$ cat config.mk
export PLATFORM = sky130hd
export DESIGN_NAME = sample_stream_packetizer
export DESIGN_NICKNAME = d
export VERILOG_FILES = /design/src/verilog/packetizer_pkg.sv /design/src/verilog/sample_stream_packetizer.sv
export SDC_FILE = /design/constraint.sdc
export NUM_CORES = 1
export LEC_CHECK = 0
export ABC_AREA = 1
export BUFFER_PORTS_ARGS = -buffer_cell sky130_fd_sc_hd__buf_2
export CAP_MARGIN = 20
export CORE_ASPECT_RATIO = 0.75
export CORE_MARGIN = 2
export CORE_UTILIZATION = 35
export CTS_CLUSTER_SIZE = 10
export DETAILED_ROUTE_END_ITERATION = 8
export GPL_ROUTABILITY_DRIVEN = 0
export PLACE_DENSITY = 0.58
export SKIP_LAST_GASP = 1
export SLEW_MARGIN = 40
export SYNTH_ARGS = -nofsm -noshare
export SYNTH_HDL_FRONTEND = slang
export SYNTH_SLANG_ARGS = --single-unit
$ cat constraint.sdc
create_clock -name clock_i -period 7.5 [get_ports clock_i]
set_clock_uncertainty 0.2 [all_clocks]
set_input_delay 1.5 -clock clock_i [delete_from_list [all_inputs] [get_ports clock_i]]
set_output_delay 1.5 -clock clock_i [all_outputs]
set_load 0.05 [all_outputs]
$ cat src/verilog/packetizer_pkg.sv
package packetizer_pkg;
  localparam int           CHAN_COUNT      = 4;
  localparam int           SAMPLE_BITS     = 16;
  localparam int           CLK_HZ          = 10_000_000;
  localparam int           MAX_AGG_RATE    = 20_000;
  localparam int           SAMPLE_CYCLES   = (CLK_HZ + MAX_AGG_RATE - 1) / MAX_AGG_RATE;
  localparam logic [4:0]   PKT_SIZE_RESET  = 5'h10;
  localparam logic [4:0]   PKT_SIZE_MIN    = 5'h01;
  localparam logic [4:0]   PKT_SIZE_MAX    = 5'h10;
  localparam logic [8:0]   PERIOD_RESET    = 9'h064;
  localparam logic [8:0]   PERIOD_MIN      = 9'h001;
  localparam logic [8:0]   PERIOD_MAX      = 9'h190;
  localparam logic [3:0]   CHAN_SEL_RESET  = 4'h1;
  localparam logic [1:0]   RATE_RESET      = 2'h0;

  typedef struct packed {
    logic [3:0] chan_sel;
    logic [1:0] rate;
  } acq_setup_t;

  typedef struct packed {
    logic [7:0] data;
    logic       last;
  } out_byte_t;
endpackage

$ cat src/verilog/sample_stream_packetizer.sv
// What this block and its host do
// Aggregate sample rate across channels never exceeds 20,000 per second.
// One, two or four channels may be streamed together.
// An armed stream runs without any sample count limit until disarmed.
// Arm command starts sample data flowing to the bus port.
// Disarm command stops generating new sample data.
// Clear-status command discards bytes still queued for output.
// Setup command stores channel selection and rate together.
// Setup naming any disabled channel is rejected, old setting kept.
// Host enables each channel before issuing the setup command.
// Busy indication shown on front panel while streaming.
// Each sample is a 16-bit signed integer.
// Sample bytes go out most significant byte first.
// Packets hold sixteen samples after reset.
// Packet-size command accepts 1 to 16 samples per packet.
// Selected channels interleave in ascending order, one sample each.
// Service request raised every 100 packets unless reconfigured.
// Request-period command accepts 1 to 400 packets.
// Host serial-polls and reads one buffer per request seen.
// Query returns current channel selection and rate.
// Query returns current request period in packets.
// Streaming exists only on the bus port, never the serial port.
// Host sets an all-ones request enable mask before arming.
// Serial poll clears the request; packet counter restarts at assertion.
module sample_stream_packetizer
  import packetizer_pkg::*;
#(
  parameter int SAMPLE_CYCLES_P = SAMPLE_CYCLES
)
(
  // Clock and reset
  input  wire logic                          clock_i,
  input  wire logic                          rst_n_i,
  // Commands from the parser
  input  wire logic                          stream_arm_cmd_i,
  input  wire logic                          stream_disarm_cmd_i,
  input  wire logic                          clear_status_cmd_i,
  input  wire logic                          acq_setup_cmd_i,
  input  wire packetizer_pkg::acq_setup_t    acq_setup_i,
  input  wire logic                          channel_enable_cmd_i,
  input  wire logic [CHAN_COUNT-1:0]         channel_enable_i,
  input  wire logic                          packet_size_cmd_i,
  input  wire logic [4:0]                    packet_size_i,
  input  wire logic                          request_period_cmd_i,
  input  wire logic [8:0]                    request_period_i,
  input  wire logic                          serial_poll_i,
  // Converter samples
  input  wire logic [CHAN_COUNT*SAMPLE_BITS-1:0] sample_data_i,
  // Byte stream to the bus port
  output logic                               byte_valid_o,
  input  wire logic                          byte_ready_i,
  output packetizer_pkg::out_byte_t          byte_o,
  // Status
  output logic                               service_request_o,
  output logic                               busy_display_o,
  output packetizer_pkg::acq_setup_t         acq_setup_query_o,
  output logic [8:0]                         request_period_query_o,
  output logic                               setup_rejected_o
);
  import packetizer_pkg::*;

  if (SAMPLE_CYCLES_P < 1)
    $error("SAMPLE_CYCLES_P must be positive");

  function automatic logic legal_sel(input logic [3:0] sel, input logic [3:0] en);
    logic [2:0] n;
    n = 3'({2'b0, sel[0]} + sel[1] + sel[2] + sel[3]);
    legal_sel = ((sel & ~en) == 4'h0) && (n == 3'd1 || n == 3'd2 || n == 3'd4);
  endfunction
  // ----------------------------------------
  // Configuration
  // ----------------------------------------
  logic [3:0]  chan_en_q;
  acq_setup_t  setup_q;
  logic [4:0]  pkt_size_q;
  logic [8:0]  period_q;
  logic        armed_q;

  always_ff @(posedge clock_i or negedge rst_n_i)
  begin
    if (!rst_n_i)
      chan_en_q <= CHAN_SEL_RESET;
    else if (channel_enable_cmd_i)
      chan_en_q <= channel_enable_i;
  end
  always_ff @(posedge clock_i or negedge rst_n_i)
  begin
    if (!rst_n_i)
    begin
      setup_q          <= '{chan_sel: CHAN_SEL_RESET, rate: RATE_RESET};
      setup_rejected_o <= 1'b0;
    end
    else if (acq_setup_cmd_i && !armed_q)
    begin
      if (legal_sel(acq_setup_i.chan_sel, chan_en_q))
        setup_q <= acq_setup_i;
      setup_rejected_o <= !legal_sel(acq_setup_i.chan_sel, chan_en_q);
    end
  end
  always_ff @(posedge clock_i or negedge rst_n_i)
  begin
    if (!rst_n_i)
      pkt_size_q <= PKT_SIZE_RESET;
    else if (packet_size_cmd_i && packet_size_i >= PKT_SIZE_MIN && packet_size_i <= PKT_SIZE_MAX)
      pkt_size_q <= packet_size_i;
  end
  always_ff @(posedge clock_i or negedge rst_n_i)
  begin
    if (!rst_n_i)
      period_q <= PERIOD_RESET;
    else if (request_period_cmd_i && request_period_i >= PERIOD_MIN && request_period_i <= PERIOD_MAX)
      period_q <= request_period_i;
  end
  always_ff @(posedge clock_i or negedge rst_n_i)
  begin
    if (!rst_n_i)
    begin
      acq_setup_query_o      <= '{chan_sel: CHAN_SEL_RESET, rate: RATE_RESET};
      request_period_query_o <= PERIOD_RESET;
    end
    else
    begin
      acq_setup_query_o      <= setup_q;
      request_period_query_o <= period_q;
    end
  end

  // ----------------------------------------
  // Arm control
  // ----------------------------------------
  always_ff @(posedge clock_i or negedge rst_n_i)
  begin
    if (!rst_n_i)
      armed_q <= 1'b0;
    else if (stream_disarm_cmd_i)
      armed_q <= 1'b0;
    else if (stream_arm_cmd_i)
      armed_q <= 1'b1;
  end
  always_ff @(posedge clock_i or negedge rst_n_i)
  begin
    if (!rst_n_i)
      busy_display_o <= 1'b0;
    else
      busy_display_o <= armed_q;
  end
  // ----------------------------------------
  // Sample pacing and channel walk
  // ----------------------------------------
  localparam int PACE_W = $clog2(SAMPLE_CYCLES_P + 1);
  logic [PACE_W-1:0] pace_q;
  logic              tick;
  logic [1:0]        chan_q;
  logic [15:0]       word_q;
  logic              word_valid_q;
  logic              byte_sel_q;
  logic [4:0]        pkt_cnt_q;
  logic [8:0]        req_cnt_q;
  logic              buf_in_ready;
  logic              last_byte;
  assign tick = (pace_q == PACE_W'(SAMPLE_CYCLES_P - 1));
  always_ff @(posedge clock_i or negedge rst_n_i)
  begin
    if (!rst_n_i)
      pace_q <= '0;
    else if (!armed_q || tick)
      pace_q <= '0;
    else
      pace_q <= pace_q + 1'b1;
  end
  // Next selected channel above the current, wrapping
  function automatic logic [1:0] next_chan(input logic [1:0] cur, input logic [3:0] sel);
    logic [1:0] c;
    logic       found;
    next_chan = cur;
    found     = 1'b0;
    for (int k = 1; k <= CHAN_COUNT; k++)
    begin
      c = 2'(cur + k);
      if (!found && sel[c])
      begin
        next_chan = c;
        found     = 1'b1;
      end
    end
  endfunction

  always_ff @(posedge clock_i or negedge rst_n_i)
  begin
    if (!rst_n_i)
      chan_q <= 2'h3;
    else if (!armed_q)
      chan_q <= 2'h3;
    else if (tick && !word_valid_q)
      chan_q <= next_chan(chan_q, setup_q.chan_sel);
  end
  // Captured sample, split into bytes high first
  always_ff @(posedge clock_i or negedge rst_n_i)
  begin
    if (!rst_n_i)
    begin
      word_q       <= '0;
      word_valid_q <= 1'b0;
      byte_sel_q   <= 1'b0;
    end
    else if (clear_status_cmd_i)
    begin
      word_valid_q <= 1'b0;
      byte_sel_q   <= 1'b0;
    end
    else if (word_valid_q)
    begin
      if (buf_in_ready)
      begin
        byte_sel_q   <= !byte_sel_q;
        word_valid_q <= !byte_sel_q;
      end
    end
    else if (armed_q && tick)
    begin
      word_q       <= sample_data_i[next_chan(chan_q, setup_q.chan_sel)*SAMPLE_BITS +: SAMPLE_BITS];
      word_valid_q <= 1'b1;
    end
  end

  // ----------------------------------------
  // Packet and request counting
  // ----------------------------------------
  assign last_byte = word_valid_q && byte_sel_q && buf_in_ready && (pkt_cnt_q == pkt_size_q - 1'b1);
  always_ff @(posedge clock_i or negedge rst_n_i)
  begin
    if (!rst_n_i)
      pkt_cnt_q <= '0;
    else if (clear_status_cmd_i || stream_arm_cmd_i)
      pkt_cnt_q <= '0;
    else if (word_valid_q && byte_sel_q && buf_in_ready)
      pkt_cnt_q <= last_byte ? 5'h00 : pkt_cnt_q + 1'b1;
  end
  always_ff @(posedge clock_i or negedge rst_n_i)
  begin
    if (!rst_n_i)
      req_cnt_q <= '0;
    else if (stream_arm_cmd_i)
      req_cnt_q <= '0;
    else if (last_byte)
      req_cnt_q <= (req_cnt_q >= period_q - 1'b1) ? 9'h000 : req_cnt_q + 1'b1;
  end
  always_ff @(posedge clock_i or negedge rst_n_i)
  begin
    if (!rst_n_i)
      service_request_o <= 1'b0;
    else if (last_byte && req_cnt_q >= period_q - 1'b1)
      service_request_o <= 1'b1;
    else if (serial_poll_i || clear_status_cmd_i)
      service_request_o <= 1'b0;
  end

  // ----------------------------------------
  // Two-entry output buffer
  // ----------------------------------------
  out_byte_t  mem_q [2];
  logic       wr_q, rd_q;
  logic [1:0] cnt_q;
  logic       push, pop;
  assign buf_in_ready = (cnt_q != 2'd2);
  assign push         = word_valid_q && buf_in_ready && !clear_status_cmd_i;
  assign pop          = byte_valid_o && byte_ready_i;
  always_ff @(posedge clock_i or negedge rst_n_i)
  begin
    if (!rst_n_i)
    begin
      wr_q  <= 1'b0;
      rd_q  <= 1'b0;
      cnt_q <= 2'd0;
    end
    else if (clear_status_cmd_i)
    begin
      wr_q  <= 1'b0;
      rd_q  <= 1'b0;
      cnt_q <= 2'd0;
    end
    else
    begin
      if (push)
        wr_q <= !wr_q;
      if (pop)
        rd_q <= !rd_q;
      cnt_q <= 2'(cnt_q + push - pop);
    end
  end

  always_ff @(posedge clock_i)
  begin
    if (push)
      mem_q[wr_q] <= '{data: byte_sel_q ? word_q[7:0] : word_q[15:8], last: last_byte};
  end
  // Registered head of the buffer drives the port
  always_ff @(posedge clock_i or negedge rst_n_i)
  begin
    if (!rst_n_i)
    begin
      byte_valid_o <= 1'b0;
      byte_o       <= '0;
    end
    else if (clear_status_cmd_i)
      byte_valid_o <= 1'b0;
    else if (!byte_valid_o || byte_ready_i)
    begin
      byte_valid_o <= (cnt_q != 2'd0) && !(pop && cnt_q == 2'd1) ? 1'b1 : 1'b0;
      byte_o       <= pop ? mem_q[!rd_q] : mem_q[rd_q];
    end
  end

  // ----------------------------------------
  // Checks
  // ----------------------------------------
  pace_bound_a: assert property (@(posedge clock_i) disable iff (!rst_n_i)
    push && !byte_sel_q |-> ##1 !(push && !byte_sel_q) [*2])
    else $error("samples too close together");
  setup_keep_a: assert property (@(posedge clock_i) disable iff (!rst_n_i)
    acq_setup_cmd_i && !legal_sel(acq_setup_i.chan_sel, chan_en_q) |=> $stable(setup_q))
    else $error("illegal setup was stored");
  disarm_stop_a: assert property (@(posedge clock_i) disable iff (!rst_n_i)
    stream_disarm_cmd_i |=> !armed_q ##1 !(word_valid_q && $rose(word_valid_q)))
    else $error("sample after disarm");
  clear_drop_a: assert property (@(posedge clock_i) disable iff (!rst_n_i)
    clear_status_cmd_i |=> !byte_valid_o && cnt_q == 2'd0)
    else $error("bytes left after clear");
  busy_show_a: assert property (@(posedge clock_i) disable iff (!rst_n_i)
    stream_arm_cmd_i && !stream_disarm_cmd_i |-> ##2 busy_display_o)
    else $error("busy not shown");
  pkt_size_a: assert property (@(posedge clock_i) disable iff (!rst_n_i)
    packet_size_cmd_i && packet_size_i > PKT_SIZE_MAX |=> $stable(pkt_size_q))
    else $error("bad packet size taken");
  period_hold_a: assert property (@(posedge clock_i) disable iff (!rst_n_i)
    request_period_cmd_i && request_period_i > PERIOD_MAX |=> $stable(period_q))
    else $error("bad period taken");
  poll_clear_a: assert property (@(posedge clock_i) disable iff (!rst_n_i)
    serial_poll_i && !last_byte |=> !service_request_o)
    else $error("request not cleared by poll");
endmodule

==> results.py <==
metrics = {
    "synth": {
        "ys_top_cells_by_area": "dfrtp_1 (35%), nand2_1 (15%), edfxtp_1 (8.5%)",
        "seq_area_frac_synth_pct": 48.13,
        "synth_edf_count": 18,
        "syn_inst": 782,
        "netlist.area_leader.share_pct": 34.66,
        "synth_area_sq_um": 6354,
        "ys_async_sr_fraction_pct": 84.75,
        "yosys.area.top_type": "dfrtp_1",
        "synth_common_cells": "nand2_1 (255), dfrtp_1 (88), inv_1 (79)",
        "yosysMostFrequentCell": "nand2_1",
        "postSynthAreaPerCell_sq_um": 8.125,
        "synth_cell_types": 42,
        "yosys_warnings": 0,
        "ys_ff_latch": 118,
        "synth_ff_type": "dfrtp_1",
        "syn-num-nets": 900,
    },
    "finish": {
        "drive_gt1_share_pct": 22.69,
        "antenna_cells": 0,
        "layout.nets": 1026,
        "area_growth_pct": 22.71,
    },
    "floorplanning": {
        "start_util_pct": 35.88,
        "die_w_um": 159.6,
        "die_area_sq_um": 19260,
        "die_h_um": 120.7,
        "core_area_sq_um": 17710,
        "io-pin-count": 127,
        "num_rows": 42,
    },
    "critical_path": {
        "cp_max_fo": 11,
        "cp_slowest_cell": "fa_1",
        "path_buf_inv": 2,
        "cp_cell_sequence": "buf_2 -> fa_1 -> ha_1 -> ha_1 -> nor2_1 -> mux2_2 -> nand2_1 -> inv_1 -> nand2_1 -> nand2_1",
        "critPathCaptureType": "flip-flop",
        "cpMostUsedCell": "nand2_1",
        "critPathTopFamily": "adder cells",
        "worst_ep_required_time_ns": 7.60,
        "cpPeakStageDelay_ns": 0.48,
        "startpoint_type": "input pin",
        "critPathKind": "input pin to flip-flop",
        "crit_arrival_ns": 3.52,
    },
    "global_route": {
        "grt_antenna_before_repair": 0,
        "grt_pass1_wl_mm": 24.27,
        "grt_pass1_vias": 5079,
        "gr-total-overflow": 0,
        "grt_start_max_net_pins": 61,
        "grt.total_usage_pct": 15.63,
    },
    "detailed_routing": {
        "vias": 5298,
        "drt-initial-drc-count": 293,
        "wl_per_cell_um": 12.24,
        "ant_nets": 0,
        "wirelength_mm": 14.24,
        "viasPerCell": 4.555,
        "drc_errors": 0,
        "drtPass1Iterations": 4,
    },
    "pwr": {
        "p_per_area_nw_per_um2": 301.4,
        "pwr-share-seq_pct": 32.6,
        "vdd.ir_drop.worst_mv": 0.1426,
        "switching_share_pct": 36.12,
        "power.internal_mw": 1.501,
        "p_leak_nw": 3.972,
        "power_frac_comb_pct": 31.6,
        "switching_power_uw": 848.8,
        "p_clk_share_pct": 35.8,
    },
    "clock_tree": {
        "cts_setup_buffers": 0,
        "clkTransAtPathRegs_ns": 0.06,
        "hold_buffers": 0,
        "cts_resized": 0,
        "clockBufferDepth": 2,
        "clockRootBuffer": "clkbuf_16",
        "h-tree-depth": 4,
        "cts_buffers": 17,
        "tritoncts": "done",
        "cts.sinks": 118,
        "insertion_delay_ns": 0.41,
    },
    "place": {
        "hpwl_mm": 10.24,
        "portBuffers": 126,
        "post-place-ws_ns": 3.662,
    },
    "sta": {
        "timing.setup.tns_ns": 0,
        "min_period_ns": 3.423,
        "maxSlewViolCount": 0,
        "finalSetupViolations": 0,
        "setup_slack_ns": 4.077,
        "relSlewSlack_pct": 54.13,
        "timing.hold.ws_ns": 0.1680,
        "finalHoldViolations": 0,
        "worst_slew_pin_slew_ns": 0.6873,
        "rsz0062_at_grt": "no",
        "post-route-period-util_pct": 45.64,
        "fmax_mhz": 292.1,
    },
    "worst_hold_path": {
        "min_path_type": "flip-flop to flip-flop",
    },
    "run_status": {
        "status": "completed",
    },
    "run": {
        "drv_cap": 0,
    },
}
## stage by stage
stage | util (%) | instances | instance area [sq um] | total power [mW]
after CTS | 43.95 | 1163 | 7782 | 2.381
after global routing | 44.02 | 1163 | 7796 | 2.504
after global placement | 40.47 | 1131 | 7167 | 1.529
after floorplan | - | 782 | 6354 | 1.388
final | 44.02 | 1163 | 7796 | 2.350
after detailed placement | 40.48 | 1131 | 7169 | 1.532
## placed cells by master, fill, tap and decap left out, types with 3 or more instances in the layout
cell type / n
inv_2: 7
nand2_1: 255
clkbuf_16: 18
o21ai_0: 29
nor2_1: 53
dfrtp_1: 88
nand4_1: 5
o21ai_1: 3
xor2_1: 17
inv_1: 79
nand3_1: 78
nand2_2: 10
nor3_1: 9
mux2_2: 5
clkinv_2: 3
nor2_2: 3
edfxtp_1: 18
clkbuf_1: 4
a21oi_1: 20
dfstp_2: 12
nor3b_1: 5
bufinv_16: 3
xnor2_1: 11
ha_1: 18
a31oi_1: 9
nand2_4: 5
buf_2: 125
## final timing paths
kind / startpoint / endpoint / slack (ns) / depth (start not counted)
min: period_q[5] / request_period_query_o[5] / 0.17 / 0
max: acq_setup_i[2] / setup_q[1] / 4.08 / 10
min in group asynchronous: rst_n_i / acq_setup_query_o[4] / 0.86 / 1
max reg2reg: period_q[0] / req_cnt_q[8] / 4.28 / 13
min reg2reg: period_q[5] / request_period_query_o[5] / 0.17 / 0
max in group asynchronous: rst_n_i / request_period_query_o[6] / 5.30 / 2
## power by group through the flow
| stage | clock (mW) | combinational [mW] | sequential, mW |
|---|---|---|---|
| 6_report | 0.841 | 0.744 | 0.766 |
| 5_1_grt | 0.884 | 0.844 | 0.775 |
| 4_1_cts | 0.857 | 0.757 | 0.767 |
| 3_5_place_dp | 0 | 0.754 | 0.777 |
| 3_3_place_gp | 0 | 0.751 | 0.778 |
| 2_1_floorplan | 0 | 0.504 | 0.884 |
## worst reg2reg max path, cell delays in order (launching register included)
cell     delay (ns)
dfrtp_1        0.40
inv_1          0.14
ha_1           0.24
nand4_1        0.17
nor3_1         0.20
xnor2_1        0.15
ha_1           0.27
a21oi_1        0.13
o21a_1         0.14
nand4_1        0.28
or2_2          0.38
nor2_1         0.25
nand2_1        0.08
o21ai_0        0.09
## kinds of logic after synthesis
logic type	synth area share (%)
AND/OR/NAND/NOR	30.23
XOR/XNOR	3.998
multiplexers	0.8861
AO/OA/AOI/OAI	5.435
adder cells (fa/ha/maj)	3.860
flip-flops	48.13
buffers and inverters	7.464
## flip-flops by register name, indices dropped and copies added, names as in the netlist
| signal | flops |
|---|---|
| chan_q | 2 |
| busy_display_o | 1 |
| byte_o | 9 |
| armed_q | 1 |
| acq_setup_query_o | 6 |
| req_cnt_q | 9 |
| request_period_query_o | 9 |
| period_q | 9 |
| setup_rejected_o | 1 |
| mem_q | 18 |
| rd_q | 1 |
| word_valid_q | 1 |
| wr_q | 1 |
| pace_q | 9 |
| byte_sel_q | 1 |
| chan_en_q | 4 |
| pkt_size_q | 5 |
| byte_valid_o | 1 |
| pkt_cnt_q | 5 |
| service_request_o | 1 |
| cnt_q | 2 |
| word_q | 16 |
| setup_q | 6 |
## layout make-up
type                       instances  area, sq um
clock buffer                      24        493.0
clock inverter                     8        120.1
fill                            1799         9913
inverter                          89        336.6
multi-input combinational        554         2834
sequential                       118         3058
tap                              242        302.8
timing repair buffer             128        651.9
## metal layers
layer  vias up  track usage (%)  share of wire, %
li1       2752                -                 -
met4         0            4.773               1.4
met2        87            23.51                43
met3        18            3.808               3.6
met1      2441            22.28                52
met5         -                0                 0
(Power assumes the default switching activity.)
